==> src/rtl/rcwps_defines.svh <==
// Constants for the reset-cause, watchdog and power-save block
//==============================================================
// Summary of operation
// - Power-on: PC zero, only power-on flag set
// - Pin reset: PC zero, set external flag
// - Software reset: PC zero, set software flag
// - Reset in sleep/idle also sets that flag
// - Watchdog overflow awake: full reset, timeout flag
// - Watchdog overflow asleep: resume PC+2, both flags
// - Interrupt wake from sleep: sleep flag, vector
// - Trap conflict, illegal operation set own flags
// - Flags software read/write, unrelated flags kept
// - Watchdog counts on low-power RC ticks
// - Config enable one forces watchdog on
// - Otherwise soft enable bit five controls it
// - Power-save instruction picks sleep or idle
// - Sleep stops clocks, fail-safe monitor; oscillator unless lowPowerCrystalInSleep
// - Sleep exits on interrupt, reset, watchdog
// - Wake restarts pre-sleep clock if switching enabled, else config clock
// - Wake holds clock for start-up delays
// - Clock dead after delay: trap or suspend
// - Idle stops CPU clock only, immediate wake
// - Idle wake sets idle flag, watchdog too
`ifndef RCWPS_DEFINES_SVH
`define RCWPS_DEFINES_SVH
//==============================================================
// Register map
`define RCW_OFS_CTL 8'h00
`define RCW_OFS_STAT 8'h04
`define RCW_F_TRAP 15
`define RCW_F_IOP 14
`define RCW_F_EXT 7
`define RCW_F_SOFT 6
`define RCW_F_WDT_EN 5
`define RCW_F_TIMEOUT 4
`define RCW_F_SLEEP 3
`define RCW_F_IDLE 2
`define RCW_F_POR 0
`define RCW_CTL_RST 16'h0001
`define RCW_CTL_WMASK 16'hC0FD
//==============================================================
// Vectors, widths and timing
`define RCW_RST_VEC 24'h000000
`define RCW_TRAP_VEC 24'h000004
`define RCW_PC_STEP 24'h000002
`define RCW_WDT_MAX 16'hFFFF
`define RCW_CLK_MHZ 200
`define RCW_PWR_DLY_NS 10000
`define RCW_PWR_DLY_CYC ((`RCW_PWR_DLY_NS * `RCW_CLK_MHZ + 999) / 1000)
`endif

==> src/rtl/rcwps_pkg.sv <==
// Types for the reset-cause, watchdog and power-save block
package rcwps_pkg;
    //==========================================================
    // Power state and the kind of resume after a wake delay
    typedef enum logic [2:0] {
        RCW_RUN, RCW_SLEEP, RCW_IDLE, RCW_WAKE_DLY, RCW_WAKE_OSC, RCW_SUSPEND
    } rcwps_state_e;
    typedef enum logic [1:0] {RCW_K_SEQ, RCW_K_IRQ, RCW_K_RESET} rcwps_kind_e;
    //==========================================================
    // Whole state of the block
    typedef struct packed {
        rcwps_state_e state;
        rcwps_kind_e kind;
        logic porPend;
        logic fromSleep;
        logic [15:0] ctl;
        logic [15:0] wdtCnt;
        logic [11:0] dlyCnt;
        logic [23:0] pcRet;
        logic [23:0] pcOut;
        logic pcLoad;
        logic cpuRst;
        logic fastRcSwitch;
        logic [2:0] wakeOsc;
        logic [31:0] rdData;
    } rcwps_regs_s;
endpackage : rcwps_pkg

==> src/rtl/rcwps_top.sv <==
// Reset-cause recorder, watchdog and sleep/idle sequencer
//
// Our own choices: strobed register access and the register addresses.
`include "rcwps_defines.svh"
module rcwps_top
    import rcwps_pkg::*;
(
    // Clock and reset (reset doubles as power-on)
    input wire logic clk,
    input wire logic sys_rst,
    // Register port
    input wire logic [7:0] regAddr,
    input wire logic [31:0] regWData,
    input wire logic regWr,
    input wire logic regRd,
    output logic [31:0] regRData,
    // CPU events
    input wire logic externalResetPin,
    input wire logic softResetInstr,
    input wire logic trapConflict,
    input wire logic illegalOperation,
    input wire logic clockFailTrap,
    input wire logic clearWatchdogInstr,
    input wire logic powerSaveInstr,
    input wire logic powerSaveSleep,
    input wire logic [23:0] pcCurrent,
    input wire logic irqWake,
    input wire logic [23:0] irqVector,
    // Watchdog time base and configuration
    input wire logic lowPowerRcTick,
    input wire logic watchdogConfigEnable,
    // Oscillator status and configuration
    input wire logic clockSwitchEnable,
    input wire logic [2:0] currentOscillatorSelect,
    input wire logic [2:0] configOscSelect,
    input wire logic failSafeEnable,
    input wire logic oscIsCrystal,
    input wire logic usesPll,
    input wire logic lowPowerCrystalInSleep,
    input wire logic oscStartupDone,
    input wire logic pllLock,
    input wire logic oscRunning,
    // CPU control
    output logic pcLoad,
    output logic [23:0] pcLoadValue,
    output logic cpuReset,
    // Clock control
    output logic cpuClockEnable,
    output logic periphClockEnable,
    output logic oscEnable,
    output logic failSafeMonitorEnable,
    output logic lowPowerRcEnable,
    output logic systemClockHold,
    output logic switchToFastRc,
    output logic [2:0] wakeOscSelect
);
    //==========================================================
    // State
    rcwps_regs_s s_q;
    rcwps_regs_s s_d;
    logic wdtOn;
    logic wdtOvf;
    logic asleep;
    logic idling;
    logic running;

    // Apply a reset cause: clear, set, then mark the state it hit
    function automatic logic [15:0] causeFlags(
        input logic [15:0] f, input logic [15:0] clr, input logic [15:0] set,
        input logic inSleep, input logic inIdle);
        logic [15:0] r;
        r = (f & ~clr) | set;
        if (inSleep) r[`RCW_F_SLEEP] = 1'b1;
        if (inIdle) r[`RCW_F_IDLE] = 1'b1;
        return r;
    endfunction

    // One-hot mask of a flag bit
    function automatic logic [15:0] bitOf(input int unsigned pos);
        return 16'h0001 << pos;
    endfunction

    //==========================================================
    // Decodes of the current state
    assign asleep = (s_q.state == RCW_SLEEP);
    assign idling = (s_q.state == RCW_IDLE);
    assign running = (s_q.state == RCW_RUN);
    // Config bit wins; soft bit only matters when it is clear
    assign wdtOn = watchdogConfigEnable | s_q.ctl[`RCW_F_WDT_EN];
    assign wdtOvf = wdtOn && lowPowerRcTick && (s_q.wdtCnt == `RCW_WDT_MAX);

    //==========================================================
    // Next-state logic
    always_comb begin
        s_d = s_q;
        s_d.pcLoad = 1'b0;
        s_d.cpuRst = 1'b0;
        s_d.fastRcSwitch = 1'b0;
        // Read data stand for exactly one cycle after the strobe
        s_d.rdData = 32'h00000000;
        if (regRd) begin
            unique case (regAddr)
                `RCW_OFS_CTL: s_d.rdData = {16'h0000, s_q.ctl};
                `RCW_OFS_STAT: s_d.rdData = {s_q.wdtCnt, 13'h0000,
                                             systemClockHold, asleep, idling};
                default: s_d.rdData = 32'h00000000;
            endcase
        end
        // Software write first so a hardware cause below wins
        if (regWr && regAddr == `RCW_OFS_CTL) begin
            s_d.ctl = regWData[15:0] & `RCW_CTL_WMASK;
        end
        // Free-running count on RC ticks, so a dead main clock can't hide it
        if (!wdtOn || clearWatchdogInstr) begin
            s_d.wdtCnt = 16'h0000;
        end else if (lowPowerRcTick) begin
            s_d.wdtCnt = s_q.wdtCnt + 16'h0001;
        end
        // Clock to restart after sleep follows the switch setting
        s_d.wakeOsc = clockSwitchEnable ? currentOscillatorSelect
                                        : configOscSelect;

        // Resets, highest priority first; unrelated flags stay untouched
        if (externalResetPin) begin
            s_d.ctl = causeFlags(s_d.ctl,
                bitOf(`RCW_F_TIMEOUT) | bitOf(`RCW_F_SLEEP) | bitOf(`RCW_F_IDLE)
                | (running ? bitOf(`RCW_F_SOFT) : 16'h0000),
                bitOf(`RCW_F_EXT), asleep, idling);
        end else if (trapConflict) begin
            s_d.ctl = causeFlags(s_d.ctl, 16'h0000, bitOf(`RCW_F_TRAP),
                asleep, idling);
        end else if (illegalOperation) begin
            s_d.ctl = causeFlags(s_d.ctl, 16'h0000, bitOf(`RCW_F_IOP),
                asleep, idling);
        end else if (wdtOvf && running) begin
            s_d.ctl = causeFlags(s_d.ctl,
                bitOf(`RCW_F_EXT) | bitOf(`RCW_F_SOFT) | bitOf(`RCW_F_SLEEP)
                | bitOf(`RCW_F_IDLE), bitOf(`RCW_F_TIMEOUT), 1'b0, 1'b0);
        end else if (softResetInstr && running) begin
            s_d.ctl = causeFlags(s_d.ctl,
                bitOf(`RCW_F_EXT) | bitOf(`RCW_F_TIMEOUT) | bitOf(`RCW_F_SLEEP)
                | bitOf(`RCW_F_IDLE), bitOf(`RCW_F_SOFT), 1'b0, 1'b0);
        end

        if (externalResetPin || trapConflict || illegalOperation
            || (wdtOvf && running) || (softResetInstr && running)) begin
            s_d.wdtCnt = 16'h0000;
            s_d.cpuRst = 1'b1;
            s_d.kind = RCW_K_RESET;
            if (asleep) begin
                // The oscillator was off: the wake delays still apply
                s_d.state = RCW_WAKE_DLY;
                s_d.fromSleep = 1'b1;
                s_d.dlyCnt = 12'(`RCW_PWR_DLY_CYC - 1);
            end else if (running || idling) begin
                s_d.state = RCW_RUN;
                s_d.pcLoad = 1'b1;
                s_d.pcOut = `RCW_RST_VEC;
            end
        end else begin
            unique case (s_q.state)
                RCW_RUN: begin
                    if (clockFailTrap) begin
                        // Vector only; cause flags are left alone
                        s_d.pcLoad = 1'b1;
                        s_d.pcOut = `RCW_TRAP_VEC;
                    end else if (powerSaveInstr) begin
                        s_d.pcRet = 24'(pcCurrent + `RCW_PC_STEP);
                        s_d.state = powerSaveSleep ? RCW_SLEEP : RCW_IDLE;
                    end
                end
                RCW_SLEEP: begin
                    if (irqWake || wdtOvf) begin
                        s_d.ctl[`RCW_F_SLEEP] = 1'b1;
                        if (wdtOvf && !irqWake) begin
                            s_d.ctl[`RCW_F_TIMEOUT] = 1'b1;
                        end
                        s_d.kind = irqWake ? RCW_K_IRQ : RCW_K_SEQ;
                        s_d.fromSleep = 1'b1;
                        s_d.state = RCW_WAKE_DLY;
                        s_d.dlyCnt = 12'(`RCW_PWR_DLY_CYC - 1);
                    end
                end
                RCW_IDLE: begin
                    // No start-up delay: the clock source never stopped
                    if (irqWake) begin
                        s_d.ctl[`RCW_F_IDLE] = 1'b1;
                        s_d.state = RCW_RUN;
                        s_d.pcLoad = 1'b1;
                        s_d.pcOut = irqVector;
                    end else if (wdtOvf) begin
                        s_d.ctl[`RCW_F_IDLE] = 1'b1;
                        s_d.ctl[`RCW_F_TIMEOUT] = 1'b1;
                        s_d.state = RCW_RUN;
                        s_d.pcLoad = 1'b1;
                        s_d.pcOut = s_q.pcRet;
                    end
                end
                RCW_WAKE_DLY: begin
                    // Power-on delay always applies
                    if (s_q.dlyCnt != 12'h000) begin
                        s_d.dlyCnt = s_q.dlyCnt - 12'h001;
                    end else if (usesPll || (oscIsCrystal
                               && !(lowPowerCrystalInSleep && s_q.fromSleep))) begin
                        s_d.state = RCW_WAKE_OSC;
                    end else begin
                        s_d.state = RCW_SUSPEND;
                    end
                end
                RCW_WAKE_OSC: begin
                    // Hold until start-up timer expires and PLL locks
                    if ((!oscIsCrystal || oscStartupDone) && (!usesPll || pllLock)) begin
                        if (!oscRunning && failSafeEnable) begin
                            // Dead clock: trap and fall back to fast RC
                            s_d.state = RCW_RUN;
                            s_d.pcLoad = 1'b1;
                            s_d.pcOut = `RCW_TRAP_VEC;
                            s_d.fastRcSwitch = 1'b1;
                            s_d.porPend = 1'b0;
                            s_d.fromSleep = 1'b0;
                        end else begin
                            s_d.state = RCW_SUSPEND;
                        end
                    end
                end
                RCW_SUSPEND: begin
                    // Execution stays frozen until the clock is stable
                    if (oscRunning || (!oscIsCrystal && !usesPll)) begin
                        s_d.state = RCW_RUN;
                        s_d.pcLoad = 1'b1;
                        s_d.porPend = 1'b0;
                        s_d.fromSleep = 1'b0;
                        unique case (s_q.kind)
                            RCW_K_IRQ: s_d.pcOut = irqVector;
                            RCW_K_SEQ: s_d.pcOut = s_q.pcRet;
                            default: s_d.pcOut = `RCW_RST_VEC;
                        endcase
                    end
                end
                default: s_d.state = RCW_RUN;
            endcase
        end
    end

    //==========================================================
    // State register; power-on leaves only the power-on flag set
    always_ff @(posedge clk or posedge sys_rst) begin
        if (sys_rst) begin
            s_q.state <= RCW_WAKE_DLY;
            s_q.kind <= RCW_K_RESET;
            s_q.porPend <= 1'b1;
            s_q.fromSleep <= 1'b0;
            s_q.ctl <= `RCW_CTL_RST;
            s_q.wdtCnt <= 16'h0000;
            s_q.dlyCnt <= 12'(`RCW_PWR_DLY_CYC - 1);
            s_q.pcRet <= `RCW_RST_VEC;
            s_q.pcOut <= `RCW_RST_VEC;
            s_q.pcLoad <= 1'b0;
            s_q.cpuRst <= 1'b0;
            s_q.fastRcSwitch <= 1'b0;
            s_q.wakeOsc <= 3'h0;
            s_q.rdData <= 32'h00000000;
        end else begin
            s_q <= s_d;
        end
    end

    //==========================================================
    // Outputs
    assign regRData = s_q.rdData;
    assign pcLoad = s_q.pcLoad;
    assign pcLoadValue = s_q.pcOut;
    assign cpuReset = s_q.cpuRst;
    assign switchToFastRc = s_q.fastRcSwitch;
    assign wakeOscSelect = s_q.wakeOsc;
    // Clock gating decodes straight off the state flops
    assign cpuClockEnable = running;
    assign periphClockEnable = running || idling;
    assign oscEnable = !asleep || lowPowerCrystalInSleep;
    assign failSafeMonitorEnable = failSafeEnable && !asleep;
    assign lowPowerRcEnable = wdtOn || (failSafeEnable && !asleep);
    assign systemClockHold = (s_q.state == RCW_WAKE_DLY)
                          || (s_q.state == RCW_WAKE_OSC)
                          || (s_q.state == RCW_SUSPEND);
endmodule // rcwps_top

==> config.mk <==
export PLATFORM = sky130hd
export DESIGN_NAME = rcwps_top
export DESIGN_NICKNAME = d
export VERILOG_FILES = /design/src/rtl/rcwps_pkg.sv /design/src/rtl/rcwps_top.sv
export VERILOG_INCLUDE_DIRS = /design/src /design/src/rtl
export SDC_FILE = /design/constraint.sdc
export NUM_CORES = 1
export LEC_CHECK = 0
export ABC_AREA = 1
export BUFFER_PORTS_ARGS = -buffer_cell sky130_fd_sc_hd__clkbuf_2
export CORE_MARGIN = 2
export CORE_UTILIZATION = 50
export CTS_BUF_LIST = sky130_fd_sc_hd__clkbuf_2
export CTS_CLUSTER_DIAMETER = 50
export DETAILED_ROUTE_END_ITERATION = 6
export GPL_ROUTABILITY_DRIVEN = 0
export MAX_ROUTING_LAYER = met4
export PLACE_DENSITY_LB_ADDON = 0.15
export SYNTH_ARGS = -nofsm -noshare
export SYNTH_HDL_FRONTEND = slang
export SYNTH_SLANG_ARGS = --single-unit
==> constraint.sdc <==
create_clock -name clk -period 6.2 [get_ports clk]
set_input_delay 0 -clock clk [delete_from_list [all_inputs] [get_ports clk]]
set_output_delay 0 -clock clk [all_outputs]
set_load 0.02 [all_outputs]
==> flow_summary.json <==
{
  "fin_crit_ns": 4.31,
  "drtPass1Iterations": 5,
  "grt_setup_unrepaired": "no",
  "power_mw": 2.35,
  "crit_fanout": 5,
  "clkPwrFrac_pct": 24.7,
  "drive_above_1_share_pct": 19.1,
  "grt_max_degree": 72,
  "swShare_pct": 36.4,
  "vdd_ir_drop_max_mv": 0.127,
  "vias": 7388,
  "wire_per_inst_um": 13.8,
  "crit_type": "input port to register",
  "synth.distinct_cells": 44,
  "antenna_found_initial": 1,
  "grt_use_total_pct": 27.3,
  "numCtsBuffers": 17,
  "core-area_um2": 14400,
  "htreeDepth": 4,
  "syn_area_per_cell_um2": 7.37,
  "synth-seq-cells": 123,
  "clkTransAtPathRegs_ns": 0.21,
  "areaGrowthSynthToFinish_pct": 34.2,
  "die_h_um": 125,
  "port_buffers": 155,
  "dp_slack_ns": 3.84,
  "period_share_pct": 69.5,
  "grt.overflow.total": 0,
  "seq_power_share_pct": 42.5,
  "netlist_area_um2": 7340,
  "synth_top_area_share_pct": 37.5,
  "p_comb_share_pct": 32.8,
  "finalHoldViolCount": 0,
  "crit_arrival_ns": 4.98,
  "yosysMostFrequentCell": "nand2_1",
  "cts_tree": "done",
  "rows": 44,
  "start_util_pct": 50.9,
  "avgViaCountPerCell": 5.04,
  "post-dp-hpwl_um": 12600,
  "synth_top_flop_cell": "dfrtp_1",
  "hold_class": "input port to register",
  "synthArstFlopShare_pct": 100,
  "cts-root-buf": "clkbuf_2",
  "worst_setup_path_end_kind": "register",
  "ioPinCount": 185,
  "synth-warning-count": 0,
  "cts_setup_buffers": 0,
  "pwr_density_cell_nw_per_um2": 239,
  "cts_sinks": 123,
  "fp.dieArea_um2": 15700,
  "drtIter0Drc": 513,
  "setup_violations": 0,
  "wl_um": 20200,
  "synthTopCellsByArea": "dfrtp_1 (37%), nand2_1 (13%), buf_4 (6.2%), inv_1 (5.9%), nor2_1 (5.2%)",
  "p_switching_uw": 856,
  "cap_violations": 0,
  "finalClockSkew_ns": 0.0352,
  "grt_pass1_wl_um": 34000,
  "slew_headroom_pct": 39.7,
  "max_freq_mhz": 232,
  "slew_viol_final": 0,
  "worstMarginPinSlew_ns": 0.905,
  "cp-start-kind": "input port",
  "clk_latency_ns": 0.74,
  "synth_enable_flop_cells": 0,
  "drc": 0,
  "syn-instance-count": 996,
  "required_ns": 6.87,
  "fin_setup_tns_ns": 0,
  "clock_path_buffers": 2,
  "ys_seq_area_share_pct": 42.1,
  "nets": 1388,
  "worst_slack_ns": 1.89,
  "grt_pass1_vias": 7293,
  "yosys.area.top_type": "dfrtp_1",
  "synthTopCellsByCount": "nand2_1 (258), inv_1 (115), dfrtp_1 (110)",
  "leakagePower_nw": 4.93,
  "p_int_mw": 1.50,
  "die_x_um": 125,
  "ant_nets": 0,
  "status": "finished clean"
}
-- worst max-delay path, stage by stage --
cell and delay, ns:
dlygate4sd3_1 0.55, clkbuf_2 0.11, nor2_1 0.13, dlygate4sd3_1 0.59, nand2_1 0.05, dlygate4sd3_1 0.54, nor2_1 0.28, dlygate4sd3_1 0.69
nand3_1 0.09, dlygate4sd3_1 0.58, nand3_1 0.09, dlygate4sd3_1 0.57, nand3_1 0.08, dlygate4sd3_1 0.57, o21ai_0 0.08
-- kinds of logic after synthesis --
family	count (synthesis)	share of synthesized area, %
muxes	5	0.767
buffers and inverters	211	14.5
DFF	123	42.1
other	1	0.0511
xor gates and xnor gates	23	2.74
and+or+nand+nor	487	28.9
AOI/OAI and AO/OA	143	10.3
adders and majority gates	3	0.511
-- final timing paths --
check	slack [ns]	cells past startpoint	endpoint	startpoint
min in group asynchronous	0.46	4	pcLoadValue[23]	sys_rst
worst min-delay path	0.07	9	pcLoadValue[18]	oscIsCrystal
worst max-delay path	1.89	15	s_q[116]	regAddr[0]
max in group asynchronous	4.40	5	s_q[130]	sys_rst
worst min register to register	0.50	2	s_q[133]	s_q[133]
worst max register to register	2.57	13	s_q[134]	s_q[86]
-- layer usage --
| metal | wire length [um] | vias up | track usage, % |
|---|---|---|---|
| met2 | 9990 | 244 | 45.1 |
| met4 | 391 | 0 | 9.15 |
| li1 | - | 3651 | - |
| met3 | 1000 | 43 | 4.66 |
| met5 | 0 | - | - |
| met1 | 8830 | 3450 | 34.4 |
-- registers in the layout (all words and copies together), names as in the netlist --
name / count
wakeOscSelect: 3
pcLoad: 1
switchToFastRc: 1
pcLoadValue: 24
s_q: 67
regRData: 26
cpuReset: 1
-- cell type report --
| type | instances | area (um^2) |
|---|---|---|
| clock inverters | 15 | 189 |
| flip-flops and latches | 123 | 3090 |
| well taps | 184 | 230 |
| multi-input cells | 667 | 3200 |
| repair buffers | 337 | 2590 |
| diodes | 1 | 2.50 |
| clock buffers | 17 | 85.1 |
| fillers | 1247 | 4570 |
| inverters | 122 | 464 |
-- power by group through the flow --
stage	sequential, mW	clock [mW]	combinational (mW)
after floorplan	0.981	0	0.449
after global placement	1.01	0	0.556
after detailed placement	1.01	0	0.558
after CTS	0.995	0.595	0.751
after global routing	1.01	0.624	0.862
final	1.00	0.580	0.772
-- stage by stage --
stage                     area (um^2)  cells  hold WS [ns]  utilization [%]
after global placement           7780   1253         0.133             53.9
final                            9860   1466        0.0715             68.3
after detailed placement         7780   1253         0.137             53.9
after global routing             9860   1466        0.0605             68.3
after CTS                        9860   1465       0.00416             68.3
after floorplan                  7360   1001         0.110                -
-- what timing repair did --
action | 4_1_cts | 5_1_grt
hold buffers | 180 | 0
endpoints found under the hold margin | 163 | 0
gates resized for setup | 0 | 0
-- layout by cell type (no fill, tap or decap), types with 20 or more instances in the layout --
master / instances
nand3_1: 52
clkbuf_2: 172
o21ai_0: 74
xor2_1: 20
dfrtp_1: 110
a21oi_1: 30
nand2_1: 258
nor2_1: 101
inv_1: 114
dlygate4sd3_1: 180
(Power assumes the default switching activity.)
